### src/inc/sfl_link_consts.svh
// Offsets, field positions, reset values and timing of the serial link.
// Assumes a 125 MHz system clock and word-aligned Avalon-MM byte addresses.
`ifndef SFL_LINK_CONSTS_SVH
`define SFL_LINK_CONSTS_SVH
`define SFL_CLK_HZ 125000000
// Register word indices (byte address = index * 4)
`define SFL_W_CTRL 4'h0
`define SFL_W_STATION 4'h1
`define SFL_W_STATUS 4'h2
`define SFL_W_ACTIVE 4'h3
`define SFL_W_RXDATA 4'h4
`define SFL_W_TXDATA 4'h5
// Control word fields
`define SFL_F_PROTO 1:0
`define SFL_F_RATE 4:2
`define SFL_F_FRAME 6:5
`define SFL_F_PROF 8:7
`define SFL_CTRL_RST 9'h00c
`define SFL_STATION_RST 16'h0001
`define SFL_MAP_RST 16'h0000
// Protocol select codes
`define SFL_PROTO_NONE 2'h0
`define SFL_PROTO_MULTI 2'h1
`define SFL_PROTO_EXT 2'h2
`define SFL_PROTO_P2P 2'h3
// Framing codes: 8N1, 8N2, 8E1, 8O1
`define SFL_FR_8N2 2'h1
`define SFL_FR_8O1 2'h3
// Status bits
`define SFL_S_PERR 5
`define SFL_S_OVR 6
// Bit rates in bit/s, rate codes 0..7
`define SFL_RATE0 1200
`define SFL_RATE1 2400
`define SFL_RATE2 4800
`define SFL_RATE3 9600
`define SFL_RATE4 19200
`define SFL_RATE5 38400
`define SFL_RATE6 57600
`define SFL_RATE7 76800
// Silent bit times that end a frame (3.5 characters of 11 bits)
`define SFL_GAP_BITS 23'h26
`endif

### src/inc/sfl_pkg.sv
// Types and shared helpers of the serial link slave.
// Assumes the constants header sits on the include path.
`include "sfl_link_consts.svh"
package sfl_pkg;
   typedef enum logic [2:0] {RX_IDLE, RX_START, RX_DATA, RX_PAR, RX_STOP}
      sfl_rx_e;
   typedef enum logic [2:0] {TX_IDLE, TX_START, TX_DATA, TX_PAR, TX_STOP}
      sfl_tx_e;

   function automatic logic sfl_par_en(input logic [1:0] fr);
      return fr[1];
   endfunction : sfl_par_en

   function automatic logic sfl_par_odd(input logic [1:0] fr);
      return fr == `SFL_FR_8O1;
   endfunction : sfl_par_odd

   function automatic logic [16:0] sfl_bit_div(input int unsigned clk_hz,
                                               input logic [2:0] code);
      int unsigned rate;
      rate = `SFL_RATE0;
      unique case (code)
         3'h0: rate = `SFL_RATE0;
         3'h1: rate = `SFL_RATE1;
         3'h2: rate = `SFL_RATE2;
         3'h3: rate = `SFL_RATE3;
         3'h4: rate = `SFL_RATE4;
         3'h5: rate = `SFL_RATE5;
         3'h6: rate = `SFL_RATE6;
         3'h7: rate = `SFL_RATE7;
      endcase
      return 17'(clk_hz / rate);
   endfunction : sfl_bit_div
endpackage : sfl_pkg

### src/rtl/sfl_rx.sv
// Character receiver: start, 8 data bits LSB first, optional parity, stop.
// Assumes i_rxd is already synchronised to i_clock.
`timescale 1ns/100ps
module sfl_rx
   import sfl_pkg::*;
(
   input wire logic i_clock,
   input wire logic i_rst_b,
   input wire logic i_enable,
   input wire logic i_rxd,
   input wire logic [16:0] i_divisor,
   input wire logic [1:0] i_framing,
   output logic o_busy,
   output logic o_valid,
   output logic [7:0] o_data,
   output logic o_err
);
   sfl_rx_e state_r;
   logic [16:0] cnt_r;
   logic [2:0] bit_r;
   logic [7:0] sh_r;
   logic par_r;

   assign o_busy = state_r != RX_IDLE;

   always_ff @(posedge i_clock or negedge i_rst_b)
   begin
      if (!i_rst_b)
      begin
         state_r <= RX_IDLE;
         cnt_r <= 17'h0;
         bit_r <= 3'h0;
         sh_r <= 8'h0;
         par_r <= 1'b0;
         o_valid <= 1'b0;
         o_data <= 8'h0;
         o_err <= 1'b0;
      end
      else
      begin
         o_valid <= 1'b0;
         unique case (state_r)
            RX_IDLE:
               if (i_enable && !i_rxd)
               begin
                  state_r <= RX_START;
                  cnt_r <= {1'b0, i_divisor[16:1]};
               end
            RX_START:
               if (cnt_r != 17'h0)
                  cnt_r <= cnt_r - 17'h1;
               else if (i_rxd)
                  state_r <= RX_IDLE; // Glitch, not a start bit
               else
               begin
                  state_r <= RX_DATA;
                  cnt_r <= i_divisor - 17'h1;
                  bit_r <= 3'h0;
               end
            RX_DATA:
               if (cnt_r != 17'h0)
                  cnt_r <= cnt_r - 17'h1;
               else
               begin
                  sh_r <= {i_rxd, sh_r[7:1]};
                  cnt_r <= i_divisor - 17'h1;
                  bit_r <= bit_r + 3'h1;
                  if (bit_r == 3'h7)
                     state_r <= sfl_par_en(i_framing) ? RX_PAR : RX_STOP;
               end
            RX_PAR:
               if (cnt_r != 17'h0)
                  cnt_r <= cnt_r - 17'h1;
               else
               begin
                  par_r <= i_rxd;
                  cnt_r <= i_divisor - 17'h1;
                  state_r <= RX_STOP;
               end
            RX_STOP:
               if (cnt_r != 17'h0)
                  cnt_r <= cnt_r - 17'h1;
               else
               begin
                  // Only the first stop bit is checked, so 8N2 peers pass
                  o_valid <= 1'b1;
                  o_data <= sh_r;
                  o_err <= !i_rxd || (sfl_par_en(i_framing) &&
                     ((^sh_r ^ par_r) != sfl_par_odd(i_framing)));
                  state_r <= RX_IDLE;
               end
         endcase
      end
   end
endmodule : sfl_rx

### src/rtl/sfl_tx.sv
// Character transmitter with parity and one or two stop bits.
// Assumes i_start is only raised while o_busy is low.
`timescale 1ns/100ps
module sfl_tx
   import sfl_pkg::*;
(
   input wire logic i_clock,
   input wire logic i_rst_b,
   input wire logic i_start,
   input wire logic [7:0] i_data,
   input wire logic [16:0] i_divisor,
   input wire logic [1:0] i_framing,
   output logic o_busy,
   output logic o_txd
);
   sfl_tx_e state_r;
   logic [16:0] cnt_r;
   logic [2:0] bit_r;
   logic [7:0] sh_r;
   logic par_r;
   logic stop2_r;

   assign o_busy = state_r != TX_IDLE;

   always_ff @(posedge i_clock or negedge i_rst_b)
   begin
      if (!i_rst_b)
      begin
         state_r <= TX_IDLE;
         cnt_r <= 17'h0;
         bit_r <= 3'h0;
         sh_r <= 8'h0;
         par_r <= 1'b0;
         stop2_r <= 1'b0;
         o_txd <= 1'b1;
      end
      else if (state_r == TX_IDLE)
      begin
         o_txd <= 1'b1;
         if (i_start)
         begin
            sh_r <= i_data;
            par_r <= ^i_data ^ sfl_par_odd(i_framing);
            cnt_r <= i_divisor - 17'h1;
            o_txd <= 1'b0;
            state_r <= TX_START;
         end
      end
      else if (cnt_r != 17'h0)
         cnt_r <= cnt_r - 17'h1;
      else
      begin
         cnt_r <= i_divisor - 17'h1;
         unique case (state_r)
            TX_START:
            begin
               o_txd <= sh_r[0];
               sh_r <= {1'b0, sh_r[7:1]};
               bit_r <= 3'h0;
               state_r <= TX_DATA;
            end
            TX_DATA:
               if (bit_r != 3'h7)
               begin
                  o_txd <= sh_r[0];
                  sh_r <= {1'b0, sh_r[7:1]};
                  bit_r <= bit_r + 3'h1;
               end
               else if (sfl_par_en(i_framing))
               begin
                  o_txd <= par_r;
                  state_r <= TX_PAR;
               end
               else
               begin
                  o_txd <= 1'b1;
                  stop2_r <= i_framing == `SFL_FR_8N2;
                  state_r <= TX_STOP;
               end
            TX_PAR:
            begin
               o_txd <= 1'b1;
               stop2_r <= 1'b0;
               state_r <= TX_STOP;
            end
            TX_STOP:
               if (stop2_r)
                  stop2_r <= 1'b0;
               else
                  state_r <= TX_IDLE;
            TX_IDLE:
               state_r <= TX_IDLE;
         endcase
      end
   end
endmodule : sfl_tx

### src/rtl/sfl_link_top.sv
// Serial fieldbus slave: settings registers, apply logic, frame filter.
// Assumes an Avalon-MM master and an RS-232/RS-485 transceiver on the pins.
//
// Overview of operation
// - Slave exchanges asynchronous serial characters with one external master.
// - Half-duplex: never transmit while a request is still arriving.
// - Link active only for multipoint or point-to-point protocol choice.
// - Station address 0 to 65535, unique on the line; frames match only stations 0 to 255.
// - Bit rates 1.2 to 76.8 kbit/s in eight steps, both directions.
// - Framing 8N1, 8N2, 8E1 or 8O1; all stations identical.
// - Profile setting picks limited standard, full standard or alternative.
// - Eight slots, each 0 to 65535, pick mapped actual values.
// - New settings apply at power-up or after address cleared and rewritten.
`timescale 1ns/100ps
`include "sfl_link_consts.svh"
module sfl_link_top
   import sfl_pkg::*;
#(
   parameter int unsigned P_CLK_HZ = `SFL_CLK_HZ
)
(
   input wire logic i_clock,
   input wire logic i_rst_b,
   input wire logic [5:0] i_avs_address,
   input wire logic i_avs_read,
   input wire logic i_avs_write,
   input wire logic [31:0] i_avs_writedata,
   input wire logic [3:0] i_avs_byteenable,
   output logic [31:0] o_avs_readdata,
   output logic o_avs_waitrequest,
   input wire logic i_rxd,
   output logic o_txd,
   output logic o_tx_oe,
   output logic o_link_active,
   output logic [1:0] o_control_profile,
   output logic [127:0] o_map_slots
);
   function automatic logic [31:0] be_merge(input logic [31:0] old,
                                            input logic [31:0] wd,
                                            input logic [3:0] be);
      logic [31:0] res;
      res = old;
      for (int i = 0; i < 4; i++)
         if (be[i])
            res[8*i +: 8] = wd[8*i +: 8];
      return res;
   endfunction : be_merge

   logic ack_r;
   logic [3:0] word;
   logic wr_go;
   logic [31:0] rd_mux;
   logic [8:0] ctrl_r;
   logic [15:0] station_r;
   logic [15:0] map_r [0:7];
   logic [8:0] act_ctrl_r;
   logic [15:0] act_station_r;
   logic [15:0] act_map_r [0:7];
   logic pwr_r;
   logic armed_r;
   logic apply_r;
   logic [31:0] st_nxt;
   logic rxd_meta_r;
   logic rxd_sync_r;
   logic [16:0] bit_div;
   logic [22:0] gap_lim;
   logic [22:0] gap_cnt_r;
   logic gap_done_r;
   logic rx_busy;
   logic rx_v;
   logic [7:0] rx_byte;
   logic rx_err;
   logic tx_busy;
   logic tx_start;
   logic first_r;
   logic frame_ok_r;
   logic match;
   logic deliver;
   logic rd_cap;
   logic [8:0] rx_data_r;
   logic rx_valid_r;
   logic perr_r;
   logic ovr_r;

   // One wait state: read data is registered in the first cycle
   assign o_avs_waitrequest = (i_avs_read || i_avs_write) && !ack_r;
   assign word = i_avs_address[5:2];
   assign wr_go = i_avs_write && ack_r;
   assign rd_cap = i_avs_read && !ack_r && word == `SFL_W_RXDATA;
   assign st_nxt = be_merge({16'h0, station_r}, i_avs_writedata,
                            i_avs_byteenable);

   always_ff @(posedge i_clock or negedge i_rst_b)
   begin
      if (!i_rst_b)
         ack_r <= 1'b0;
      else
         ack_r <= o_avs_waitrequest;
   end

   always_comb
   begin
      rd_mux = 32'h0;
      if (word[3])
         rd_mux = {16'h0, map_r[word[2:0]]};
      else
         case (word)
            `SFL_W_CTRL: rd_mux = {23'h0, ctrl_r};
            `SFL_W_STATION: rd_mux = {16'h0, station_r};
            `SFL_W_STATUS: rd_mux = {25'h0, ovr_r, perr_r, frame_ok_r,
               rx_valid_r, tx_busy, rx_busy, o_link_active};
            `SFL_W_ACTIVE: rd_mux = {act_station_r, 7'h0, act_ctrl_r};
            `SFL_W_RXDATA: rd_mux = {22'h0, rx_valid_r, rx_data_r};
            default: rd_mux = 32'h0;
         endcase
   end

   always_ff @(posedge i_clock or negedge i_rst_b)
   begin
      if (!i_rst_b)
         o_avs_readdata <= 32'h0;
      else if (i_avs_read && !ack_r)
         o_avs_readdata <= rd_mux;
   end

   // Shadow settings written by software
   always_ff @(posedge i_clock or negedge i_rst_b)
   begin
      if (!i_rst_b)
      begin
         ctrl_r <= `SFL_CTRL_RST;
         station_r <= `SFL_STATION_RST;
         for (int i = 0; i < 8; i++)
            map_r[i] <= `SFL_MAP_RST;
      end
      else if (wr_go)
      begin
         if (word[3])
            map_r[word[2:0]] <= 16'(be_merge({16'h0, map_r[word[2:0]]},
               i_avs_writedata, i_avs_byteenable));
         else if (word == `SFL_W_CTRL)
            ctrl_r <= 9'(be_merge({23'h0, ctrl_r}, i_avs_writedata,
               i_avs_byteenable));
         else if (word == `SFL_W_STATION)
            station_r <= st_nxt[15:0];
      end
   end

   // Apply at power-up and on a station write that follows a cleared one
   always_ff @(posedge i_clock or negedge i_rst_b)
   begin
      if (!i_rst_b)
      begin
         pwr_r <= 1'b1;
         armed_r <= 1'b0;
         apply_r <= 1'b0;
      end
      else
      begin
         pwr_r <= 1'b0;
         apply_r <= wr_go && word == `SFL_W_STATION && armed_r;
         if (wr_go && word == `SFL_W_STATION)
            armed_r <= st_nxt[15:0] == 16'h0;
      end
   end

   always_ff @(posedge i_clock or negedge i_rst_b)
   begin
      if (!i_rst_b)
      begin
         act_ctrl_r <= `SFL_CTRL_RST;
         act_station_r <= `SFL_STATION_RST;
         for (int i = 0; i < 8; i++)
            act_map_r[i] <= `SFL_MAP_RST;
      end
      else if (pwr_r || apply_r)
      begin
         act_ctrl_r <= ctrl_r;
         act_station_r <= station_r;
         for (int i = 0; i < 8; i++)
            act_map_r[i] <= map_r[i];
      end
   end

   assign o_link_active = act_ctrl_r[`SFL_F_PROTO] == `SFL_PROTO_MULTI ||
      act_ctrl_r[`SFL_F_PROTO] == `SFL_PROTO_P2P;
   assign o_control_profile = act_ctrl_r[`SFL_F_PROF];
   always_comb
   begin
      for (int i = 0; i < 8; i++)
         o_map_slots[16*i +: 16] = act_map_r[i];
   end

   always_ff @(posedge i_clock or negedge i_rst_b)
   begin
      if (!i_rst_b)
      begin
         rxd_meta_r <= 1'b1;
         rxd_sync_r <= 1'b1;
      end
      else
      begin
         rxd_meta_r <= i_rxd;
         rxd_sync_r <= rxd_meta_r;
      end
   end

   assign bit_div = sfl_bit_div(P_CLK_HZ, act_ctrl_r[`SFL_F_RATE]);
   assign gap_lim = {6'h0, bit_div} * `SFL_GAP_BITS;

   // Own echo is ignored: the receiver is off while transmitting
   sfl_rx u_rx (
      .i_clock(i_clock),
      .i_rst_b(i_rst_b),
      .i_enable(o_link_active && !tx_busy && !tx_start),
      .i_rxd(rxd_sync_r),
      .i_divisor(bit_div),
      .i_framing(act_ctrl_r[`SFL_F_FRAME]),
      .o_busy(rx_busy),
      .o_valid(rx_v),
      .o_data(rx_byte),
      .o_err(rx_err)
   );

   // Line silence marks frame boundaries
   always_ff @(posedge i_clock or negedge i_rst_b)
   begin
      if (!i_rst_b)
      begin
         gap_cnt_r <= 23'h0;
         gap_done_r <= 1'b0;
      end
      else if (rx_busy || rx_v)
      begin
         gap_cnt_r <= 23'h0;
         gap_done_r <= 1'b0;
      end
      else if (gap_cnt_r >= gap_lim)
         gap_done_r <= 1'b1;
      else
         gap_cnt_r <= gap_cnt_r + 23'h1;
   end

   assign match = {8'h0, rx_byte} == act_station_r;
   assign deliver = rx_v && (first_r ? match : frame_ok_r);

   always_ff @(posedge i_clock or negedge i_rst_b)
   begin
      if (!i_rst_b)
      begin
         first_r <= 1'b1;
         frame_ok_r <= 1'b0;
      end
      else if (!o_link_active)
      begin
         first_r <= 1'b1;
         frame_ok_r <= 1'b0;
      end
      else if (rx_v)
      begin
         first_r <= 1'b0;
         if (first_r)
            frame_ok_r <= match;
      end
      else if (gap_done_r)
         first_r <= 1'b1;
   end

   // Receive data and sticky flags; a new event wins over a clear
   always_ff @(posedge i_clock or negedge i_rst_b)
   begin
      if (!i_rst_b)
      begin
         rx_data_r <= 9'h0;
         rx_valid_r <= 1'b0;
         perr_r <= 1'b0;
         ovr_r <= 1'b0;
      end
      else
      begin
         if (rd_cap)
            rx_valid_r <= 1'b0;
         if (wr_go && word == `SFL_W_STATUS && i_avs_byteenable[0])
         begin
            if (i_avs_writedata[`SFL_S_PERR])
               perr_r <= 1'b0;
            if (i_avs_writedata[`SFL_S_OVR])
               ovr_r <= 1'b0;
         end
         if (deliver)
         begin
            rx_data_r <= {first_r, rx_byte};
            rx_valid_r <= 1'b1;
            if (rx_valid_r && !rd_cap)
               ovr_r <= 1'b1;
            if (rx_err)
               perr_r <= 1'b1;
         end
      end
   end

   // Writes that would break half-duplex or address a foreign frame are lost
   assign tx_start = wr_go && word == `SFL_W_TXDATA && o_link_active &&
      !rx_busy && gap_done_r && frame_ok_r && !tx_busy;

   sfl_tx u_tx (
      .i_clock(i_clock),
      .i_rst_b(i_rst_b),
      .i_start(tx_start),
      .i_data(i_avs_writedata[7:0]),
      .i_divisor(bit_div),
      .i_framing(act_ctrl_r[`SFL_F_FRAME]),
      .o_busy(tx_busy),
      .o_txd(o_txd)
   );

   assign o_tx_oe = tx_busy && o_link_active;
endmodule : sfl_link_top

### config.mk
export PLATFORM = sky130hd
export DESIGN_NAME = sfl_link_top
export DESIGN_NICKNAME = d
export VERILOG_FILES = /design/src/inc/sfl_pkg.sv /design/src/rtl/sfl_rx.sv /design/src/rtl/sfl_tx.sv /design/src/rtl/sfl_link_top.sv
export VERILOG_INCLUDE_DIRS = /design/src /design/src/inc
export SDC_FILE = /design/constraint.sdc
export NUM_CORES = 1
export LEC_CHECK = 0
export ABC_CLOCK_PERIOD_IN_PS = 64700
export BUFFER_PORTS_ARGS = -buffer_cell sky130_fd_sc_hd__buf_2
export CAP_MARGIN = 20
export CORE_UTILIZATION = 37
export CTS_CLUSTER_DIAMETER = 200
export DETAILED_ROUTE_END_ITERATION = 10
export RECOVER_POWER = 25
export SLEW_MARGIN = 20
export SYNTH_ARGS = -nofsm -noshare
export SYNTH_HDL_FRONTEND = slang
export SYNTH_HIERARCHICAL = 1
export SYNTH_SLANG_ARGS = --single-unit
### constraint.sdc
create_clock -name i_clock -period 64.7 [get_ports i_clock]
set_input_delay 3.235 -clock i_clock [delete_from_list [all_inputs] [get_ports i_clock]]
set_output_delay 3.235 -clock i_clock [all_outputs]
set_load 0.01 [all_outputs]
Yosys cells after proc, flatten, opt, wreduce, memory -nomap -nowiden
Memory sizes are Yosys's and may differ from the RTL's. Index checks and enable logic that the tools add are counted.

Add/subtract/negate cells: 6. Multipliers: 1. Divide/modulo/power cells: 1. Magnitude comparators: 3. Equality and inequality tests: 41. Muxes and demuxes: 82. Bitwise gates (word level): 8. Reductions and logical operators: 68.

Operator list (count): one-hot mux 32 bit (5 select lines) (1); two-way mux 17 bit (8); bitwise mux 128 bit (1); two-way mux 8 bit (12); one-hot mux 17 bit (4 select lines) (1); subtractor 17 x 1 -> 17 bit (second input constant) (3); binary-select mux 16 bit (select 3 bit) (1); demux 16 bit (select 3 bit) (1); two-way mux 16 bit (3); two-way mux 3 bit (16); two-way mux 23 bit (2); nonzero test 17 bit (2); divider 27 x 32 -> 32 bit (first input constant) (1); two-way mux 32 bit (1); AND reduction 4 bit (7); two-way mux 1 bit (27); adder 23 x 1 -> 23 bit (second input constant) (1); greater-or-equal comparator 23 bit (1); logical AND 1 bit (22); multiplier 17 x 5 -> 22 bit (second input constant) (1); inequality test 2 bit (second input constant) (9); == test 8 x 16 -> 1 bit (1); logical NOT 16 bit (1); one-hot mux 8 bit (2 select lines) (1); 38 further kinds (86).

Register bits after elaboration: 458. Memory bits (read-only): 104. Input port bits: 47. Output and inout bits: 166. Memories: 1.

Memories: (name not given) (depth 8, bits a word 13, read ports 1, clocked after memory_dff 0, write ports 0, RTL line sfl_pkg.sv:22) `unique case (code)`.

Longest topological paths before layout
Gate-level depths: netlist of run 1.

Depth in word-level cells: 12. Gate-level depth with buffers: 304. Mapped depth without buffers: 283.

Hierarchy
Netlist of run 1, hierarchy kept.

Modules (own cells, without submodules): sfl_link_top (instances 1, cells an instance 3828, area each 34321.7 sq um, seq. area each 9571.7 sq um); sfl_rx (instances 1, cells an instance 375, area each 3140.5 sq um, seq. area each 1051.0 sq um); sfl_tx (instances 1, cells an instance 287, area each 2496.1 sq um, seq. area each 852.1 sq um).

Least setup slack after synthesis of run 1
No wires, ideal clock.

Path type: reg2reg. Start point: reg act_ctrl_r[3]. End point: reg gap_cnt_r[19]. Arrival: 54.952 ns. Data required time: 64.568 ns. Slack: 9.617 ns. Cell stages (with the launch flop): 286. Path buffers: 22. Clock period less this slack: 55.083 ns. Cell sequence: dfstp_2 -> clkbuf_1 -> inv_1 -> ha_1 -> nand2_1 -> ha_1 -> nand2b_1 -> a21oi_1 -> and3_1 -> ha_1 -> ha_1 -> a211o_1 -> and4_1 -> nor2_1 -> nor2_1 -> ha_1 -> o21ai_0 -> a21o_1 -> (+250 left out) -> xnor2_1 -> ha_1 -> a21o_1 -> a21o_1 -> a21oi_1 -> o21ai_0 -> a221o_1 -> a21o_1 -> a21o_1 -> a21oi_1 -> and2_1 -> nand3_1 -> nor2_1 -> and4_1 -> and2_1 -> nand4_1 -> xor2_1 -> nor2_1.

Longest elaborated chain between the ends: 5.

Ends and longest elaborated chain: start: declaration (RTL line sfl_link_top.sv:56) `logic [8:0] act_ctrl_r;`; start signal: assignment (RTL line sfl_link_top.sv:171) `` act_ctrl_r <= `SFL_CTRL_RST; ``; start signal: assignment (RTL line sfl_link_top.sv:178) `act_ctrl_r <= ctrl_r;`; memory read (8 x 13 bit); divider 27 x 32 -> 32 bit (RTL line sfl_pkg.sv:32) `return 17'(clk_hz / rate);`; net bit_div[16] (RTL line sfl_link_top.sv:65) `logic [16:0] bit_div;`; multiplier 17 x 5 -> 22 bit (no source line); greater-or-equal comparator 23 bit (RTL line sfl_link_top.sv:238) `else if (gap_cnt_r >= gap_lim)`; inequality test 2 bit (no source line); end signal: assignment (RTL line sfl_link_top.sv:241) `gap_cnt_r <= gap_cnt_r + 23'h1;`; end: declaration (RTL line sfl_link_top.sv:67) `logic [22:0] gap_cnt_r;`.

The timed path passes the listed nets, and every way through them passes these cells. A chain may end at the register's enable or synchronous reset.

Worst setup path in the final report of run 1
Start point: reg act_ctrl_r[2]. End point: reg gap_cnt_r[19].

Same word-level chain as after synthesis.

==> metrics, run 1 <==
outcome=finished, violations left; failing checks=capacitance limit, slew limit; Worst Hold Depth=0; Post-synth EDFFs=0; leading post-synthesis cells by cell area=dfrtp_1 (28%), mux2_2 (11%), ha_1 (8.7%); antenna violations before repair=5; R2R cell count=280; Post-Syn Area=0.0400 mm²; Synth async-reset ratio=100%; total gr overflow=0; RSZ-0062 raised after global routing=false; Routability Congestion=0.920; clock transition at the registers of the reported paths=0.06 ns; dpl cells=5969; Total Routing Usage GR=23.3%; final non-filler cell total=6053; fillers=10656; Rel. slew slack=-285%; Reg2Reg Launch Point=act_ctrl_r[2]; final setup fails=0; CP Data Required Time=65.12 ns; die area=0.109 mm²; DRC=0; crit-path max FO=30; Hold Vio Cnt, Final=0; Initial Utilization=37.3%; crit path DAT=60.90 ns; Distinct cells, synth=129; post-route ant nets=0; I/O pins=213; postcts setup bufs=0; P&R area growth vs syn=10.1%; Synth area leader=dfrtp_1; TritonCTS clock tree=done; Most common cell on crit path=a21oi_1; Clock Latency Late Sink=0.59 ns; reg2reg end=gap_cnt_r[19]; Yosys top cell area share=28.0%; DIE HEIGHT=331 µm; biggest cell delay along the critical path=0.89 ns; Final Net Count=4950; R2R Setup Slk=4.22 ns; hold_sp=rxd_meta_r; ys flop type=dfrtp_1; CP endpoint kind=flop; clock root buffer=clkbuf_16; most frequent cell after synthesis=dfrtp_1; part of the cycle the worst path needs=93.5%; dpl cell area=0.0425 mm²; clk buf depth=3; Core ar.=0.107 mm²; Seq/Total Area, Yosys=28.7%; Setup TNS Final=0 ns; Slowest cell on crit path=dfstp_2; TritonRoute pass-1 iters=7; Hold Slack=0.356 ns; Ys Warns=6; initial DRC count=2540; #FFs+latches synth=458; DIE WIDTH=331 µm; layout cell share with drive strength beyond 1=19.2%; DPL Wire Length=96500 µm; row count=120; per-cell routed wire length=21.7 µm; CTS Sinks=458; DR vias/cell=5.94; Hold Path End=rxd_sync_r; cells after synthesis=4490; Worst Skew=0.0391 ns; DRT Wirelength=131000 µm; count of input and output buffers=192; Crit Path Category=flop to flop; CTS Buf Count=46; Vias=35925; worst hold path class=flop to flop; vias in the first global route=34122; cts hold-fix bufs=0; Tmin final=60.48 ns; startpoint type of the worst setup path=flop; global-route wire length before repair=202000 µm; Max-Cap Viols=5; Worst Tran Pin Value=5.77 ns; H-tree levels=2; largest net degree at the start of global routing=153; Synth top cells by count=dfrtp_1 (447), nand2_1 (411), mux2_2 (381); Max Slew Vio Count=276; Post-Syn Area per Cell=8.90 µm²; final instance area=0.0440 mm²; fmax=0.0165 GHz
==> sequential cells by signal, indices dropped and copies added, names as in the netlist, 3 cells and up <==
register,count
map_r,128
o_map_slots,128
o_avs_readdata,32
gap_cnt_r,23
u_rx/cnt_r,17
u_tx/cnt_r,17
act_station_r,16
station_r,16
act_ctrl_r,9
ctrl_r,9
rx_data_r,9
u_rx/o_data,8
u_rx/sh_r,8
u_tx/sh_r,8
u_rx/bit_r,3
u_rx/state_r,3
u_tx/bit_r,3
u_tx/state_r,3
==> cell families (layout without fill, tap and decap cells) <==
group                    count (synthesis)  in the layout  share of synthesized area, %
XOR/XNOR                               261            261                          5.79
adder cells (fa/ha/maj)                289            289                          9.24
other                                    2              5                        0.0188
multiplexers                           464            464                          13.8
AND/OR/NAND/NOR                       1490           1490                          18.8
buffers and inverters                  332            489                          3.58
AO/OA/AOI/OAI                         1194           1194                          20.0
flip-flops                             458            458                          28.7
==> metal layers <==
layer / wire length [µm] / GRT usage, % / part of all wire (%)
met5: 35 / 0 / 0.027
met2: 62600 / 39.6 / 48
met3: 9470 / 4.10 / 7.2
met4: 4170 / 7.31 / 3.2
met1: 55000 / 29.9 / 42
==> layout by cell type (no fill, tap or decap), types with 20 or more instances in the layout <==
master	instances
dfrtp_1	447
nand2_1	412
mux2_2	380
nor2_1	353
a21oi_1	319
ha_1	276
o21ai_0	230
buf_2	190
xnor2_1	172
nand3_1	124
inv_1	111
nor3_1	96
a21o_1	95
xor2_1	87
buf_4	84
nand2b_1	77
a31oi_1	64
nand4_1	60
nor4_1	54
nor2b_1	51
o211ai_1	48
mux2i_1	46
clkbuf_16	46
and3_1	45
and2_1	44
o21a_1	43
o31ai_1	37
a211oi_1	34
or3_1	33
mux4_2	32
a211o_1	27
clkbuf_1	21
a221oi_1	20
==> what timing repair did <==
action	4_1_cts	5_1_grt
endpoints found under the setup margin	0	24
hold endpoints to repair	0	0
gates resized for setup	0	13
==> how the worst max path moves through the flow <==
stage	startpoint	end	slack [ns]	cells after the start
after floorplan	act_ctrl_r[3]	gap_cnt_r[19]	9.62	285
after global placement	act_ctrl_r[3]	gap_cnt_r[20]	4.06	277
after detailed placement	act_ctrl_r[3]	gap_cnt_r[20]	3.93	280
after CTS	act_ctrl_r[3]	gap_cnt_r[20]	3.61	278
after global routing	act_ctrl_r[2]	gap_cnt_r[19]	0.16	281
final	act_ctrl_r[2]	gap_cnt_r[19]	4.22	280
==> stage by stage <==
| step | setup WS [ns] | utilization [%] |
|---|---|---|
| 3_5_place_dp | 3.93 | 39.7 |
| 5_1_grt | 0.162 | 41.1 |
| 3_3_place_gp | 4.06 | 39.7 |
| 6_report | 4.22 | 41.1 |
| 2_1_floorplan | 9.62 | - |
| 4_1_cts | 3.61 | 41.1 |
==> layout make-up <==
cell class | instances | area, µm² | share of cell area [%]
Multi-Input combinational cell | 3701 | 27200 | 61.7
Sequential cell | 458 | 11500 | 26.1
Tap cell | 1403 | 1760 | 3.99
Timing Repair Buffer | 280 | 1620 | 3.68
Clock buffer | 69 | 1310 | 2.97
Inverter | 127 | 477 | 1.08
Clock inverter | 13 | 188 | 0.427
Antenna cell | 2 | 5.00 | 0.0114
==> critical path: cells and delay by family, from the launching register on <==
kind                       cells  cell delay [ns]
and+or+nand+nor               81            13.04
muxes                          2             0.60
DFF                            1             0.89
buffers and inverters         29             5.83
xor gates and xnor gates       9             1.35
AOI/OAI and AO/OA            127            28.38
adders and majority gates     32            10.01
Power of run 1 is left out: the tool's default activity adds up to more than one toggle a clock period on the data nets, which glitch-free logic cannot reach.
==> run 2, diff against run 1 <==
- REMOVE_ABC_BUFFERS: default -> 1
==> metrics, run 2 (synthesis results as in run 1) <==
most frequent cells in the layout=dfrtp_1 (447), nand2_1 (412), mux2_2 (380) (unchanged); per-cell routed wire length=21.3 µm (was 21.7 µm); postcts setup bufs=0 (unchanged); largest net degree at the start of global routing=158 (was 153); Initial Utilization=37.3% (unchanged); post-route ant nets=0 (unchanged); final setup fails=0 (unchanged); outcome=finished, violations left (unchanged); H-tree levels=2 (unchanged); Setup TNS Final=0 ns (unchanged); vias in the first global route=33933 (was 34122); biggest cell delay along the critical path=0.87 ns (was 0.89 ns); DIE HEIGHT=331 µm (unchanged); antenna violations before repair=3 (was 5); worst hold path class=flop to flop (unchanged); CTS Sinks=458 (unchanged); TritonRoute pass-1 iters=6 (was 7); Worst Skew=0.0245 ns (was 0.0391 ns); final non-filler cell total=6053 (unchanged); M3 GR Usage=3.49% (was 4.10%); GR peak layer=met2 (unchanged); crit path DAT=60.51 ns (was 60.90 ns); Max-Cap Viols=3 (was 5); global-route wire length before repair=199000 µm (was 202000 µm); PnR worst setup slack=4.70 ns (was 4.22 ns); failing checks=capacitance limit, slew limit (unchanged); dpl cells=5966 (was 5969); TritonCTS clock tree=done (unchanged); clock transition at the registers of the reported paths=0.06 ns (about the same); DPL Wire Length=93400 µm (was 96500 µm); Hold Vio Cnt, Final=0 (unchanged); DIE WIDTH=331 µm (unchanged); Clock Latency Late Sink=0.60 ns (was 0.59 ns); Routability Congestion=0.891 (was 0.920); CP Data Required Time=65.20 ns (was 65.12 ns); total gr overflow=0 (unchanged); Rel. slew slack=-498% (was -285%); crit-path max FO=30 (unchanged); Worst Tran Pin Value=8.96 ns (was 5.77 ns); Core ar.=0.107 mm² (unchanged); GR Layer Usage met2=37.8% (was 39.6%); DRT Wirelength=129000 µm (was 131000 µm); Final Net Count=4948 (was 4950); initial DRC count=3175 (was 2540); CTS Buf Count=46 (unchanged); Most common cell on crit path=a21oi_1 (unchanged); Tmin final=60.00 ns (was 60.48 ns); Slowest cell on crit path=dfstp_2 (unchanged); most common cell after layout, fill and taps aside=dfrtp_1 (unchanged); Max Slew Vio Count=272 (was 276); pre-CTS setup slack=4.15 ns (was 3.93 ns); die area=0.109 mm² (unchanged); DR vias/cell=5.94 (about the same); Crit Path Category=flop to flop (unchanged); DRC=0 (unchanged); layout cell share with drive strength beyond 1=19.3% (was 19.2%); met1 usage=30.8% (was 29.9%); clock root buffer=clkbuf_16 (unchanged); P&R area growth vs syn=10.1% (about the same); row count=120 (unchanged); I/O pins=213 (unchanged); cts hold-fix bufs=0 (unchanged); count of input and output buffers=192 (unchanged); part of the cycle the worst path needs=92.7% (was 93.5%); CP endpoint kind=flop (unchanged); fmax=0.0167 GHz (was 0.0165 GHz); Total Routing Usage GR=23.0% (was 23.3%); clk buf depth=3 (unchanged); Vias=35935 (was 35925); startpoint type of the worst setup path=flop (unchanged)
-- run 2: cell count changes in the layout (fill, tap and decap cells not counted), sizes merged --
cell      delta
clkbuf       +1
diode        +2
bufinv       -2
clkinv       -3
clkinvlp     +3
inv          +1
buf          -2
-- run 2: routing by layer --
metal	part of all wire, %	routed length, µm
met1	44	56800
met2	47	60200
met3	6.4	8220
met4	3.1	3990
met5	0.0085	11
-- run 2: what timing repair did --
item,4_1_cts,5_1_grt
endpoints found under the setup margin,0,24
endpoints found under the hold margin,0,0
resized for setup,0,15
-- run 2: area by class of cell --
| type | count | area (µm²) |
|---|---|---|
| Tap cell | 1403 | 1760 |
| Fill cell | 10671 | 63000 |
| Inverter | 127 | 483 |
| Clock inverter | 11 | 133 |
| Multi-Input combinational cell | 3701 | 27200 |
| Timing Repair inverter | 1 | 5.00 |
| Antenna cell | 4 | 10.0 |
| Timing Repair Buffer | 277 | 1600 |
| Clock buffer | 71 | 1390 |
| Sequential cell | 458 | 11500 |
-- run 2: worst max-delay path: cells and delay by family (launching register included) --
family	cells	cell delay, ns
AO/OA/AOI/OAI	129	28.98
AND/OR/NAND/NOR	84	14.40
adder cells (fa/ha/maj)	31	10.29
buffers and inverters	19	3.81
flip-flops	1	0.87
XOR/XNOR	5	0.74
multiplexers	2	0.70
-- run 2: worst paths after layout --
check / slack (ns) / end / cells after the start / start
max in group asynchronous: 56.13 / act_station_r[13] / 3 / i_rst_b
worst min-delay path: 0.36 / rxd_sync_r / 0 / rxd_meta_r
min in group asynchronous: 4.69 / o_map_slots[10] / 1 / i_rst_b
worst max-delay path: 4.70 / gap_cnt_r[20] / 270 / act_ctrl_r[2]
worst min register to register: 0.36 / rxd_sync_r / 0 / rxd_meta_r
worst max register to register: 4.70 / gap_cnt_r[20] / 270 / act_ctrl_r[2]
-- run 2: metrics by stage --
step / instance area (µm²) / hold WS (ns) / utilization [%]
final: 44000 / 0.361 / 41.1
after global routing: 44000 / 0.368 / 41.1
after CTS: 44000 / 0.366 / 41.1
after detailed placement: 42500 / 0.354 / 39.7
after global placement: 42500 / 0.351 / 39.7
after floorplan: 39000 / 0.345 / -
Power of run 2 is left out for the same reason.
